<file path="config.mk">
export PLATFORM = sky130hd
export DESIGN_NAME = scr_ctrl
export DESIGN_NICKNAME = d
export VERILOG_FILES = /design/src/scr_pkg.sv /design/src/scr_div.sv /design/src/scr_ctrl.sv
export VERILOG_INCLUDE_DIRS = /design/src
export SDC_FILE = /design/constraint.sdc
export NUM_CORES = 1
export LEC_CHECK = 0
export BUFFER_PORTS_ARGS = -buffer_cell sky130_fd_sc_hd__buf_2
export CAP_MARGIN = 20
export CORE_MARGIN = 4
export CORE_UTILIZATION = 50
export DETAILED_ROUTE_END_ITERATION = 16
export HOLD_SLACK_MARGIN = 0.1
export PLACE_DENSITY = 0.74
export SLEW_MARGIN = 20
export SYNTH_ARGS = -nofsm -noshare
export SYNTH_HDL_FRONTEND = slang
export SYNTH_SLANG_ARGS = --single-unit
</file>
<file path="constraint.sdc">
create_clock -name mclk_i -period 6.4 [get_ports mclk_i]
set_clock_uncertainty 0.1 [all_clocks]
set_input_delay 0.32 -clock mclk_i [delete_from_list [all_inputs] [get_ports mclk_i]]
set_output_delay 0.32 -clock mclk_i [all_outputs]
set_load 0.01 [all_outputs]
</file>
<file path="src/scr_cfg.svh">
// Constants of the supply, reset and clock controller
//
// Behaviour
// RULE1 - Backup supply POR always resets everything; the supply monitor alarm is not cleared by it
// RULE2 - Core brownout on after reset, disableable
// RULE3 - Supply monitor off, sixteen threshold steps
// RULE4 - Sampled monitor mode, ratio up to 2048
// RULE5 - Record last reset cause, five kinds
// RULE6 - Drive shaped pulse on external reset pin
// RULE7 - Supply control on slow tick, own POR
// RULE8 - Slow clock RC first, crystal by software
// RULE9 - Unselected slow oscillator switched off
// RULE10 - Regulator enabled before core reset release
// RULE11 - Fast RC 4, 8, 12 MHz; 4 default
// RULE12 - Master clock from fast RC after startup
// RULE13 - USB PLL 480 MHz, 12 MHz reference
// RULE14 - Bypass mode for both crystal oscillators
// RULE15 - Processor, free, master, USB, peripheral, programmable clocks
// RULE16 - Tick calibration fixed at 10500
`ifndef SCR_CFG_SVH
`define SCR_CFG_SVH

// Clock rates
`define SCR_MCLK_HZ      200000000
`define SCR_MCLK_KHZ     200000
`define SCR_SLOW_HZ      32768
`define SCR_SLOW_DIV     (`SCR_MCLK_HZ / `SCR_SLOW_HZ)
`define SCR_FRC4_KHZ     4000
`define SCR_FRC8_KHZ     8000
`define SCR_FRC12_KHZ    12000
`define SCR_MAIN_KHZ     12000
`define SCR_PLL_KHZ      84000

// Sequencing times, in slow clock periods
`define SCR_REG_TICKS    8'h04
`define SCR_CORE_TICKS   8'h03
`define SCR_ERST_TICKS   8'h08
`define SCR_XTAL_TICKS   8'h10

// Supply monitor sampling periods, in slow clock periods
`define SCR_SMP_P256     12'h100
`define SCR_SMP_P2048    12'h800

// Fixed values
`define SCR_SYSTICK_CAL  24'h002904
`define SCR_USB_HS_PLL_MULT    6'h28

// Reset values of the configuration
`define SCR_RST_BOD_DIS  1'b0
`define SCR_RST_SMON_EN  1'b0
`define SCR_RST_SMON_THR 4'h0

`endif

</file>
<file path="src/scr_pkg.sv">
// Types of the supply, reset and clock controller
package scr_pkg;

   typedef enum logic [1:0] {SCR_FRC_4M, SCR_FRC_8M, SCR_FRC_12M} scr_frc_t;
   typedef enum logic [1:0] {SCR_MCK_FRC, SCR_MCK_MAIN, SCR_MCK_PLL} scr_mck_t;
   typedef enum logic [1:0] {SCR_SMP_CONT, SCR_SMP_256, SCR_SMP_2048} scr_smp_t;
   typedef enum logic [2:0] {
      SCR_RC_GENERAL, SCR_RC_WAKEUP, SCR_RC_SOFTWARE, SCR_RC_USER, SCR_RC_WATCHDOG
   } scr_cause_t;

   // Software configuration, loaded as one word
   typedef struct packed {
      logic     bod_dis;
      logic     smon_en;
      logic [3:0] smon_thr;
      scr_smp_t smon_smp;
      logic     xtal32_en;
      logic     xtal32_sel;
      logic     xtal32_byp;
      logic     main_byp;
      scr_frc_t frc_sel;
      scr_mck_t mck_src;
   } scr_cfg_t;

   // Reset requests from elsewhere in the chip
   typedef struct packed {
      logic sw;
      logic wdt;
      logic wake;
   } scr_req_t;

endpackage

</file>
<file path="src/scr_div.sv">
// Enable-pulse divider
`timescale 1ns/1ps
module scr_div #(
   parameter int W = 16
) (
   input  wire logic         mclk_i,
   input  wire logic         rst_i,
   input  wire logic         en_i,
   input  wire logic [W-1:0] lim_i,
   output logic              tick_o
);

   logic [W-1:0] cnt_q;

   // Counts enabled cycles; one pulse every lim_i+1 of them
   always_ff @(posedge mclk_i or posedge rst_i) begin
      if (rst_i) begin
         cnt_q  <= '0;
         tick_o <= 1'b0;
      end else if (en_i) begin
         if (cnt_q >= lim_i) begin
            cnt_q  <= '0;
            tick_o <= 1'b1;
         end else begin
            cnt_q  <= cnt_q + 1'b1;
            tick_o <= 1'b0;
         end
      end else begin
         tick_o <= 1'b0;
      end
   end

endmodule // scr_div

</file>
<file path="src/scr_ctrl.sv">
// Supply supervision, reset control and clock generation
`timescale 1ns/1ps
`include "scr_cfg.svh"
module scr_ctrl #(
   parameter int SLOW_DIV = `SCR_SLOW_DIV,
   parameter int NPER     = 8
) (
   input  wire logic                mclk_i,
   input  wire logic                rst_i,
   input  wire logic                backup_supply_low_i,
   input  wire logic                core_supply_low_i,
   input  wire logic                usb_phy_supply_low_i,
   input  wire scr_pkg::scr_cfg_t   cfg_i,
   input  wire logic                cfg_wr_i,
   input  wire scr_pkg::scr_req_t   req_i,
   input  wire logic                smon_clr_i,
   input  wire logic                external_reset_pin_i,
   input  wire logic                usb_pll_req_i,
   input  wire logic                main_ref_12m_i,
   input  wire logic                usb_hs_pll_lock_i,
   input  wire logic                cpu_sleep_i,
   input  wire logic [NPER-1:0]     periph_gate_i,
   input  wire logic [2:0]          pck_on_i,
   input  wire logic [8:0]          pck_pres_i,
   output logic                     regulator_en_o,
   output logic                     core_reset_o,
   output logic                     sys_reset_o,
   output logic                     external_reset_pin_o,
   output logic                     external_reset_pin_oe_o,
   output scr_pkg::scr_cause_t      reset_cause_o,
   output logic                     smon_power_o,
   output logic [3:0]               smon_thr_o,
   output logic                     smon_alarm_o,
   output logic                     rc_slow_en_o,
   output logic                     xtal32_en_o,
   output logic                     slow_is_xtal_o,
   output logic                     xtal32_byp_o,
   output logic                     main_osc_en_o,
   output logic                     main_byp_o,
   output scr_pkg::scr_frc_t        frc_sel_o,
   output scr_pkg::scr_mck_t        mck_src_o,
   output logic                     usb_hs_pll_en_o,
   output logic [5:0]               usb_hs_pll_mult_o,
   output logic                     cpu_clk_en_o,
   output logic                     free_running_cpu_clock_en_o,
   output logic                     master_clock_en_o,
   output logic                     usb_hs_clock_en_o,
   output logic [NPER-1:0]          periph_clk_en_o,
   output logic [2:0]               pck_en_o,
   output logic [23:0]              systick_calib_o
);

   typedef enum logic [1:0] {SUP_OFF, SUP_REG, SUP_CORE, SUP_RUN} scr_sup_t;

   ////////////////////////////////////////////////////////////////////////////
   // Parameter checks

   if (SLOW_DIV < 2 || SLOW_DIV > 65536) begin : g_chk_div
      $error("SLOW_DIV out of range");
   end
   if (NPER < 1) begin : g_chk_per
      $error("NPER must be at least one");
   end

   ////////////////////////////////////////////////////////////////////////////
   // Helpers

   // Master clock divider limit for a source and fast RC setting
   function automatic logic [7:0] mck_lim(scr_pkg::scr_mck_t src, scr_pkg::scr_frc_t frc);
      int khz;
      khz = `SCR_FRC4_KHZ;
      case (src)
         scr_pkg::SCR_MCK_MAIN: khz = `SCR_MAIN_KHZ;
         scr_pkg::SCR_MCK_PLL:  khz = `SCR_PLL_KHZ;
         default: begin
            case (frc)
               scr_pkg::SCR_FRC_8M:  khz = `SCR_FRC8_KHZ;
               scr_pkg::SCR_FRC_12M: khz = `SCR_FRC12_KHZ;
               default:              khz = `SCR_FRC4_KHZ;
            endcase
         end
      endcase
      return 8'(`SCR_MCLK_KHZ / khz - 1);
   endfunction

   // Supply monitor sample period in slow clock periods
   function automatic logic [11:0] smp_period(scr_pkg::scr_smp_t m);
      case (m)
         scr_pkg::SCR_SMP_256:  return `SCR_SMP_P256;
         scr_pkg::SCR_SMP_2048: return `SCR_SMP_P2048;
         default:               return 12'h001;
      endcase
   endfunction

   ////////////////////////////////////////////////////////////////////////////
   // Declarations

   scr_pkg::scr_cfg_t   cfg_q;
   scr_pkg::scr_cause_t cause_q;
   scr_sup_t            sup_q;
   logic [7:0]          sup_cnt_q;
   logic [7:0]          erst_cnt_q;
   logic [7:0]          xtal_cnt_q;
   logic [11:0]         smp_cnt_q;
   logic [7:0]          mck_lim_q;
   logic                bod_trip_q;
   logic                slow_sel_q;
   logic                alarm_q;
   logic                usb_hs_pll_en_q;
   logic                slow_tick;
   logic                mck_tick;
   logic                user_low;
   logic                rst_start;
   logic                xtal_req;

   ////////////////////////////////////////////////////////////////////////////
   // Configuration

   // Loaded on a write strobe and cleared by backup supply low; reset puts the documented defaults
   always_ff @(posedge mclk_i or posedge rst_i) begin
      if (rst_i) begin
         cfg_q          <= '0;
         cfg_q.bod_dis  <= `SCR_RST_BOD_DIS; // RULE2
         cfg_q.smon_en  <= `SCR_RST_SMON_EN; // RULE3
         cfg_q.smon_thr <= `SCR_RST_SMON_THR;
         cfg_q.smon_smp <= scr_pkg::SCR_SMP_CONT;
         cfg_q.frc_sel  <= scr_pkg::SCR_FRC_4M; // RULE11
         cfg_q.mck_src  <= scr_pkg::SCR_MCK_FRC; // RULE12
      end else if (backup_supply_low_i) begin
         cfg_q          <= '0; // RULE1
      end else if (cfg_wr_i) begin
         cfg_q          <= cfg_i;
      end
   end

   ////////////////////////////////////////////////////////////////////////////
   // Slow clock tick

   // Supply control steps on this tick, backup POR and wake-up aside, as if clocked at 32 kHz
   scr_div #(
      .W (16)
   ) u_slow (
      .mclk_i (mclk_i),
      .rst_i  (rst_i),
      .en_i   (1'b1),
      .lim_i  (16'(SLOW_DIV - 1)), // RULE7
      .tick_o (slow_tick)
   );

   ////////////////////////////////////////////////////////////////////////////
   // Supply sequencer

   // Regulator first, then core reset held a while, then released
   always_ff @(posedge mclk_i or posedge rst_i) begin
      if (rst_i) begin
         sup_q     <= SUP_OFF;
         sup_cnt_q <= 8'h00;
      end else if (backup_supply_low_i) begin
         sup_q     <= SUP_OFF; // RULE1
         sup_cnt_q <= 8'h00;
      end else if (req_i.wake && sup_q == SUP_RUN) begin
         sup_q     <= SUP_CORE;
         sup_cnt_q <= 8'h00;
      end else if (slow_tick) begin
         case (sup_q)
            SUP_OFF: begin
               sup_q     <= SUP_REG; // RULE10
               sup_cnt_q <= 8'h00;
            end
            SUP_REG: begin
               if (sup_cnt_q == `SCR_REG_TICKS - 8'h01) begin
                  sup_q     <= SUP_CORE; // RULE10
                  sup_cnt_q <= 8'h00;
               end else begin
                  sup_cnt_q <= sup_cnt_q + 8'h01;
               end
            end
            SUP_CORE: begin
               if (sup_cnt_q == `SCR_CORE_TICKS - 8'h01) begin
                  sup_q     <= SUP_RUN;
                  sup_cnt_q <= 8'h00;
               end else begin
                  sup_cnt_q <= sup_cnt_q + 8'h01;
               end
            end
            SUP_RUN: sup_cnt_q <= 8'h00;
            default: sup_q     <= SUP_OFF;
         endcase
      end
   end

   // Brownout trip is blocked once software has disabled the detector
   always_ff @(posedge mclk_i or posedge rst_i) begin
      if (rst_i) begin
         bod_trip_q <= 1'b0;
      end else begin
         bod_trip_q <= core_supply_low_i & ~cfg_q.bod_dis; // RULE2
      end
   end

   assign regulator_en_o = (sup_q != SUP_OFF); // RULE10
   assign core_reset_o   = (sup_q != SUP_RUN) | bod_trip_q; // RULE2

   ////////////////////////////////////////////////////////////////////////////
   // Reset controller

   // Pin input is ignored while we drive it, so our own pulse never retriggers
   assign user_low  = ~external_reset_pin_i & ~external_reset_pin_oe_o;
   assign rst_start = core_reset_o | req_i.sw | req_i.wdt | user_low;

   // Pulse stretched by a fixed count after the last cause goes away
   always_ff @(posedge mclk_i or posedge rst_i) begin
      if (rst_i) begin
         erst_cnt_q <= `SCR_ERST_TICKS;
      end else if (rst_start) begin
         erst_cnt_q <= `SCR_ERST_TICKS; // RULE6
      end else if (slow_tick && erst_cnt_q != 8'h00) begin
         erst_cnt_q <= erst_cnt_q - 8'h01;
      end
   end

   assign sys_reset_o             = (erst_cnt_q != 8'h00); // RULE6
   assign external_reset_pin_o    = 1'b0; // Open drain: only pulls low
   assign external_reset_pin_oe_o = sys_reset_o; // RULE6

   // Most severe cause wins when several arrive together
   always_ff @(posedge mclk_i or posedge rst_i) begin
      if (rst_i) begin
         cause_q <= scr_pkg::SCR_RC_GENERAL;
      end else if (backup_supply_low_i || bod_trip_q) begin
         cause_q <= scr_pkg::SCR_RC_GENERAL; // RULE5
      end else if (req_i.wdt) begin
         cause_q <= scr_pkg::SCR_RC_WATCHDOG; // RULE5
      end else if (req_i.sw) begin
         cause_q <= scr_pkg::SCR_RC_SOFTWARE; // RULE5
      end else if (user_low) begin
         cause_q <= scr_pkg::SCR_RC_USER; // RULE5
      end else if (req_i.wake && sup_q == SUP_RUN) begin
         cause_q <= scr_pkg::SCR_RC_WAKEUP; // RULE5
      end
   end

   assign reset_cause_o = cause_q;

   ////////////////////////////////////////////////////////////////////////////
   // Supply monitor

   // Sample counter powers the comparator one slow period in each window
   always_ff @(posedge mclk_i or posedge rst_i) begin
      if (rst_i) begin
         smp_cnt_q <= 12'h000;
      end else if (!cfg_q.smon_en) begin
         smp_cnt_q <= 12'h000;
      end else if (slow_tick) begin
         if (smp_cnt_q >= smp_period(cfg_q.smon_smp) - 12'h001) begin
            smp_cnt_q <= 12'h000; // RULE4
         end else begin
            smp_cnt_q <= smp_cnt_q + 12'h001; // RULE4
         end
      end
   end

   assign smon_power_o = cfg_q.smon_en & (smp_cnt_q == 12'h000); // RULE3 RULE4
   assign smon_thr_o   = cfg_q.smon_thr; // RULE3

   // Sticky alarm; a new trip in the clearing cycle is kept
   always_ff @(posedge mclk_i or posedge rst_i) begin
      if (rst_i) begin
         alarm_q <= 1'b0;
      end else if (smon_power_o && usb_phy_supply_low_i) begin
         alarm_q <= 1'b1; // RULE3
      end else if (smon_clr_i) begin
         alarm_q <= 1'b0;
      end
   end

   assign smon_alarm_o = alarm_q;

   ////////////////////////////////////////////////////////////////////////////
   // Slow clock source

   assign xtal_req = cfg_q.xtal32_en & cfg_q.xtal32_sel;

   // Switch once the crystal has had its start time; no way back but reset
   always_ff @(posedge mclk_i or posedge rst_i) begin
      if (rst_i) begin
         slow_sel_q <= 1'b0; // RULE8
         xtal_cnt_q <= 8'h00;
      end else if (backup_supply_low_i) begin
         slow_sel_q <= 1'b0;
         xtal_cnt_q <= 8'h00;
      end else if (!slow_sel_q && !xtal_req) begin
         xtal_cnt_q <= 8'h00;
      end else if (!slow_sel_q && slow_tick) begin
         if (xtal_cnt_q == `SCR_XTAL_TICKS - 8'h01) begin
            slow_sel_q <= 1'b1; // RULE8
         end else begin
            xtal_cnt_q <= xtal_cnt_q + 8'h01;
         end
      end
   end

   assign slow_is_xtal_o = slow_sel_q;
   assign rc_slow_en_o   = ~slow_sel_q; // RULE9
   assign xtal32_en_o    = slow_sel_q | xtal_req; // RULE9
   assign xtal32_byp_o   = cfg_q.xtal32_byp; // RULE14
   assign main_byp_o     = cfg_q.main_byp; // RULE14
   // Amplifier stays off in bypass: the external clock drives the pin directly
   assign main_osc_en_o  = ~cfg_q.main_byp & // RULE14
                           (cfg_q.mck_src == scr_pkg::SCR_MCK_MAIN | usb_pll_req_i);
   assign frc_sel_o      = cfg_q.frc_sel; // RULE11
   assign mck_src_o      = cfg_q.mck_src; // RULE12

   ////////////////////////////////////////////////////////////////////////////
   // Clock enables

   // Registered limit keeps the divider compare off the config path
   always_ff @(posedge mclk_i or posedge rst_i) begin
      if (rst_i) begin
         mck_lim_q <= 8'h00;
         usb_hs_pll_en_q <= 1'b0;
      end else begin
         mck_lim_q <= mck_lim(cfg_q.mck_src, cfg_q.frc_sel); // RULE12
         usb_hs_pll_en_q <= usb_pll_req_i & main_ref_12m_i; // RULE13
      end
   end

   scr_div #(
      .W (8)
   ) u_mck (
      .mclk_i (mclk_i),
      .rst_i  (rst_i),
      .en_i   (~sys_reset_o),
      .lim_i  (mck_lim_q),
      .tick_o (mck_tick)
   );

   // Programmable outputs divide the master clock by a power of two
   for (genvar i = 0; i < 3; i++) begin : g_pck
      scr_div #(
         .W (8)
      ) u_pck (
         .mclk_i (mclk_i),
         .rst_i  (rst_i),
         .en_i   (mck_tick & pck_on_i[i]),
         .lim_i  (8'((8'h01 << pck_pres_i[3*i +: 3]) - 8'h01)),
         .tick_o (pck_en_o[i]) // RULE15
      );
   end

   assign master_clock_en_o           = mck_tick; // RULE15
   assign free_running_cpu_clock_en_o = mck_tick;
   assign cpu_clk_en_o                = mck_tick & ~cpu_sleep_i; // RULE15
   assign periph_clk_en_o             = {NPER{mck_tick}} & periph_gate_i; // RULE15
   assign usb_hs_pll_en_o             = usb_hs_pll_en_q; // RULE13
   assign usb_hs_clock_en_o           = usb_hs_pll_en_q & usb_hs_pll_lock_i; // RULE13
   assign usb_hs_pll_mult_o           = `SCR_USB_HS_PLL_MULT; // RULE13
   assign systick_calib_o             = `SCR_SYSTICK_CAL; // RULE16

   logic [15:0] gap_q;
   logic        seen_q;

   // Cycles since the last slow tick
   always_ff @(posedge mclk_i or posedge rst_i) begin
      if (rst_i) begin
         gap_q  <= 16'h0000;
         seen_q <= 1'b0;
      end else if (slow_tick) begin
         gap_q  <= 16'h0000;
         seen_q <= 1'b1;
      end else begin
         gap_q  <= gap_q + 16'h0001;
      end
   end
endmodule // scr_ctrl

</file>
==> impl_metrics.toml <==
[cts]
cts_buffers = 17
cts_sinks = 122
cts-root-buf = "clkbuf_16"
cts_max_level = 4
cts_tree = "done"
clock_latency_ns = 0.41
clk_path_buf_depth = 2
clkTransAtPathRegs_ns = 0.06

[synthesis]
postSynthAreaPerCell_sq_um = 9.22
netlist_instances = 901
yosys_warnings = 0
syn-cell-area_sq_um = 8300
ys_ff_latch = 122
async_flop_share_pct = 100
synth-edff-count = 0
synth.yosys.seq_area_share_pct = 36.8
synth_flop_cell = "dfrtp_1"
synth_cell_type_count = 72

[sta]
max-slew-margin-rel_pct = 37.4
finalCriticalPeriod_ns = 6.07
tightest_slew_ns = 0.929
period_share_pct = 94.8
finalSetupViolCount = 0
finalHoldViolCount = 0
fmax_ghz = 0.165
final_max_slew_viol_count = 0

[global_routing]
grt_pass1_wl_microns = 30300
overflow = 0
antenna_found_initial = 0
busiest_layer = "met2"
met1_usage_pct = 26.7
grt_pass1_vias = 6456
grt_max_degree = 76
use_met3_pct = 3.53
use_met2_pct = 33.2
grt_usage_pct = 19.9

[routing]
wirelength_microns = 18200
drt_iter0_drc = 329
vias = 6870
drc = 0
wl_per_cell_microns = 14.4
via_per_inst = 5.45
ant_nets = 0
drt_first_pass_iters = 7

[floorplan]
coreArea_sq_um = 16100
pin_count = 121
rows = 46
die_h_microns = 137
dieArea_sq_um = 18700
start_util_pct = 51.7
die_x_microns = 137

[final_layout]
drive_above_1_share_pct = 16.7
most-common-layout-cells = "dfrtp_1 (120), buf_2 (89), ha_1 (87)"
syn_to_final_growth_pct = 19.4
utilization_pct = 61.7
nets = 1177
mostFrequentLayoutCell = "dfrtp_1"
final_area_sq_um = 9910
antenna_cells = 0

[critical_path]
critPathKind = "reg -> reg"
critPathMaxFanout = 4
required_ns = 6.61
end_kind = "flop"
crit_path_top_delay_cell = "dfrtp_1"
cpPeakStageDelay_ns = 0.41
reg2reg_slack_ns = 0.33
cp_common_cell = "nand2_1"
critical_path.startpoint_type = "flop"
arrival_ns = 6.28

[worst_hold_path]
hold_class = "in -> reg"

[status]
outcome = "complete, no violations"

[place]
dpl-instance-area_sq_um = 8900
numPortBuffers = 89
gp_congestion = 0.860
dp_hpwl_microns = 12600

[pwr]
power_density_nw_per_um2 = 235
vdd_drop_max_uv = 169
leakage_nw = 4.92

[flow_run]
max-cap-violations = 0
[registers in the layout, indices dropped and copies added, names as in the netlist, 2 cells and up]
name and count:
cfg_q 6, u_slow.cnt_q 16, xtal_cnt_q 8, erst_cnt_q 8, reset_cause_o 3, frc_sel_o 2
u_mck.cnt_q 8, mck_lim_q 8, sup_cnt_q 8, smon_thr_o 4, sup_q 2, g_pck.u_pck.tick_o 3
g_pck.u_pck.cnt_q 24, mck_src_o 2, smp_cnt_q 12
[layer usage]
layer	share of wire, %	vias up
li1	-	3367
met1	45	3282
met2	48	193
met3	4.8	28
met4	1.5	0
met5	0	-
[repair_timing]
item / 4_1_cts / 5_1_grt
hold buffers: 24 / 0
buffers inserted: 2 / 4
gates resized for setup: 1 / 20
setup endpoints to repair: 3 / 5
pin swaps: 0 / 4
endpoints found under the hold margin: 68 / 0
[per-stage QoR]
| stage | total power, W | std cells | worst slack [ns] | hold WS (ns) | setup TNS (ns) |
|---|---|---|---|---|---|
| finish | 0.00233 | 1261 | 0.333 | 0.183 | 0 |
| global route | 0.00246 | 1261 | -0.0238 | 0.198 | -0.0333 |
| CTS | 0.00233 | 1257 | 0.0373 | 0.158 | 0 |
| detailed placement | 0.00129 | 1199 | -0.0462 | 0.336 | -0.0742 |
| global placement | 0.00127 | 1199 | 0.169 | 0.331 | 0 |
| floorplan | 0.00118 | 943 | 0.0145 | 0.291 | 0 |
[synthesized netlist by cell type (all sizes together), types with 7 or more instances]
cell	count	area, sq um
dfrtp	121	3030
ha	94	1180
nor2	79	297
nand2	65	244
inv	55	206
buf	48	354
o21ai	47	235
nand3	42	215
a21oi	41	209
a21o	27	203
and2	24	151
xnor2	23	201
xor2	19	166
mux2i	18	180
and3	17	106
clkbuf	17	65.1
nand2b	15	93.8
nor3	14	70.1
nor2b	11	68.8
nor4	11	83.8
nor4b	11	111
o31ai	11	82.6
o2111ai	9	78.8
a22o	7	61.3
[worst paths after layout]
path                               from                       to  cells past startpoint
min in group asynchronous         rst_i  g_pck[0].u_pck.cnt_q[4]                      3
min                         pck_on_i[2]  g_pck[2].u_pck.cnt_q[5]                      3
min reg2reg                   cfg_q[15]               bod_trip_q                      1
max                        mck_src_o[0]             mck_lim_q[1]                     34
max in group asynchronous         rst_i  g_pck[0].u_pck.cnt_q[0]                      4
max reg2reg                mck_src_o[0]             mck_lim_q[1]                     34
[critical path, delay by kind of cell (launching register included)]
family,cells,cell delay (ns)
adders and majority gates,7,1.82
buffers and inverters,2,0.12
AOI/OAI and AO/OA,13,2.34
xor gates and xnor gates,1,0.16
and+or+nand+nor,11,1.00
DFF,1,0.41
[cell families (layout without fill, tap and decap cells)]
kind of cell / Yosys count / after routing / synth area share, %
other cells: 2 / 44 / 0.0904
fa+ha+maj: 94 / 94 / 14.2
compound gates: 188 / 188 / 15.1
flops: 122 / 122 / 36.8
mux: 18 / 18 / 2.17
xor+xnor: 42 / 42 / 4.43
simple gates: 314 / 314 / 19.7
buf+inv: 121 / 223 / 7.58
[where the power goes]
| group | internal (W) | switching [W] |
|---|---|---|
| sequential | 0.000810 | 0.0000293 |
| combinational | 0.000208 | 0.000266 |
| clock | 0.000663 | 0.000354 |
[area by class of cell]
| cell class | instances | area [sq um] |
|---|---|---|
| fillers | 1361 | 6140 |
| multi-input cells | 700 | 4900 |
| flip-flops and latches | 122 | 3060 |
| repair buffers | 135 | 851 |
| clock buffers | 21 | 450 |
| well taps | 216 | 270 |
| inverters | 56 | 213 |
| clock inverters | 11 | 171 |
(Power assumes the default switching activity.)
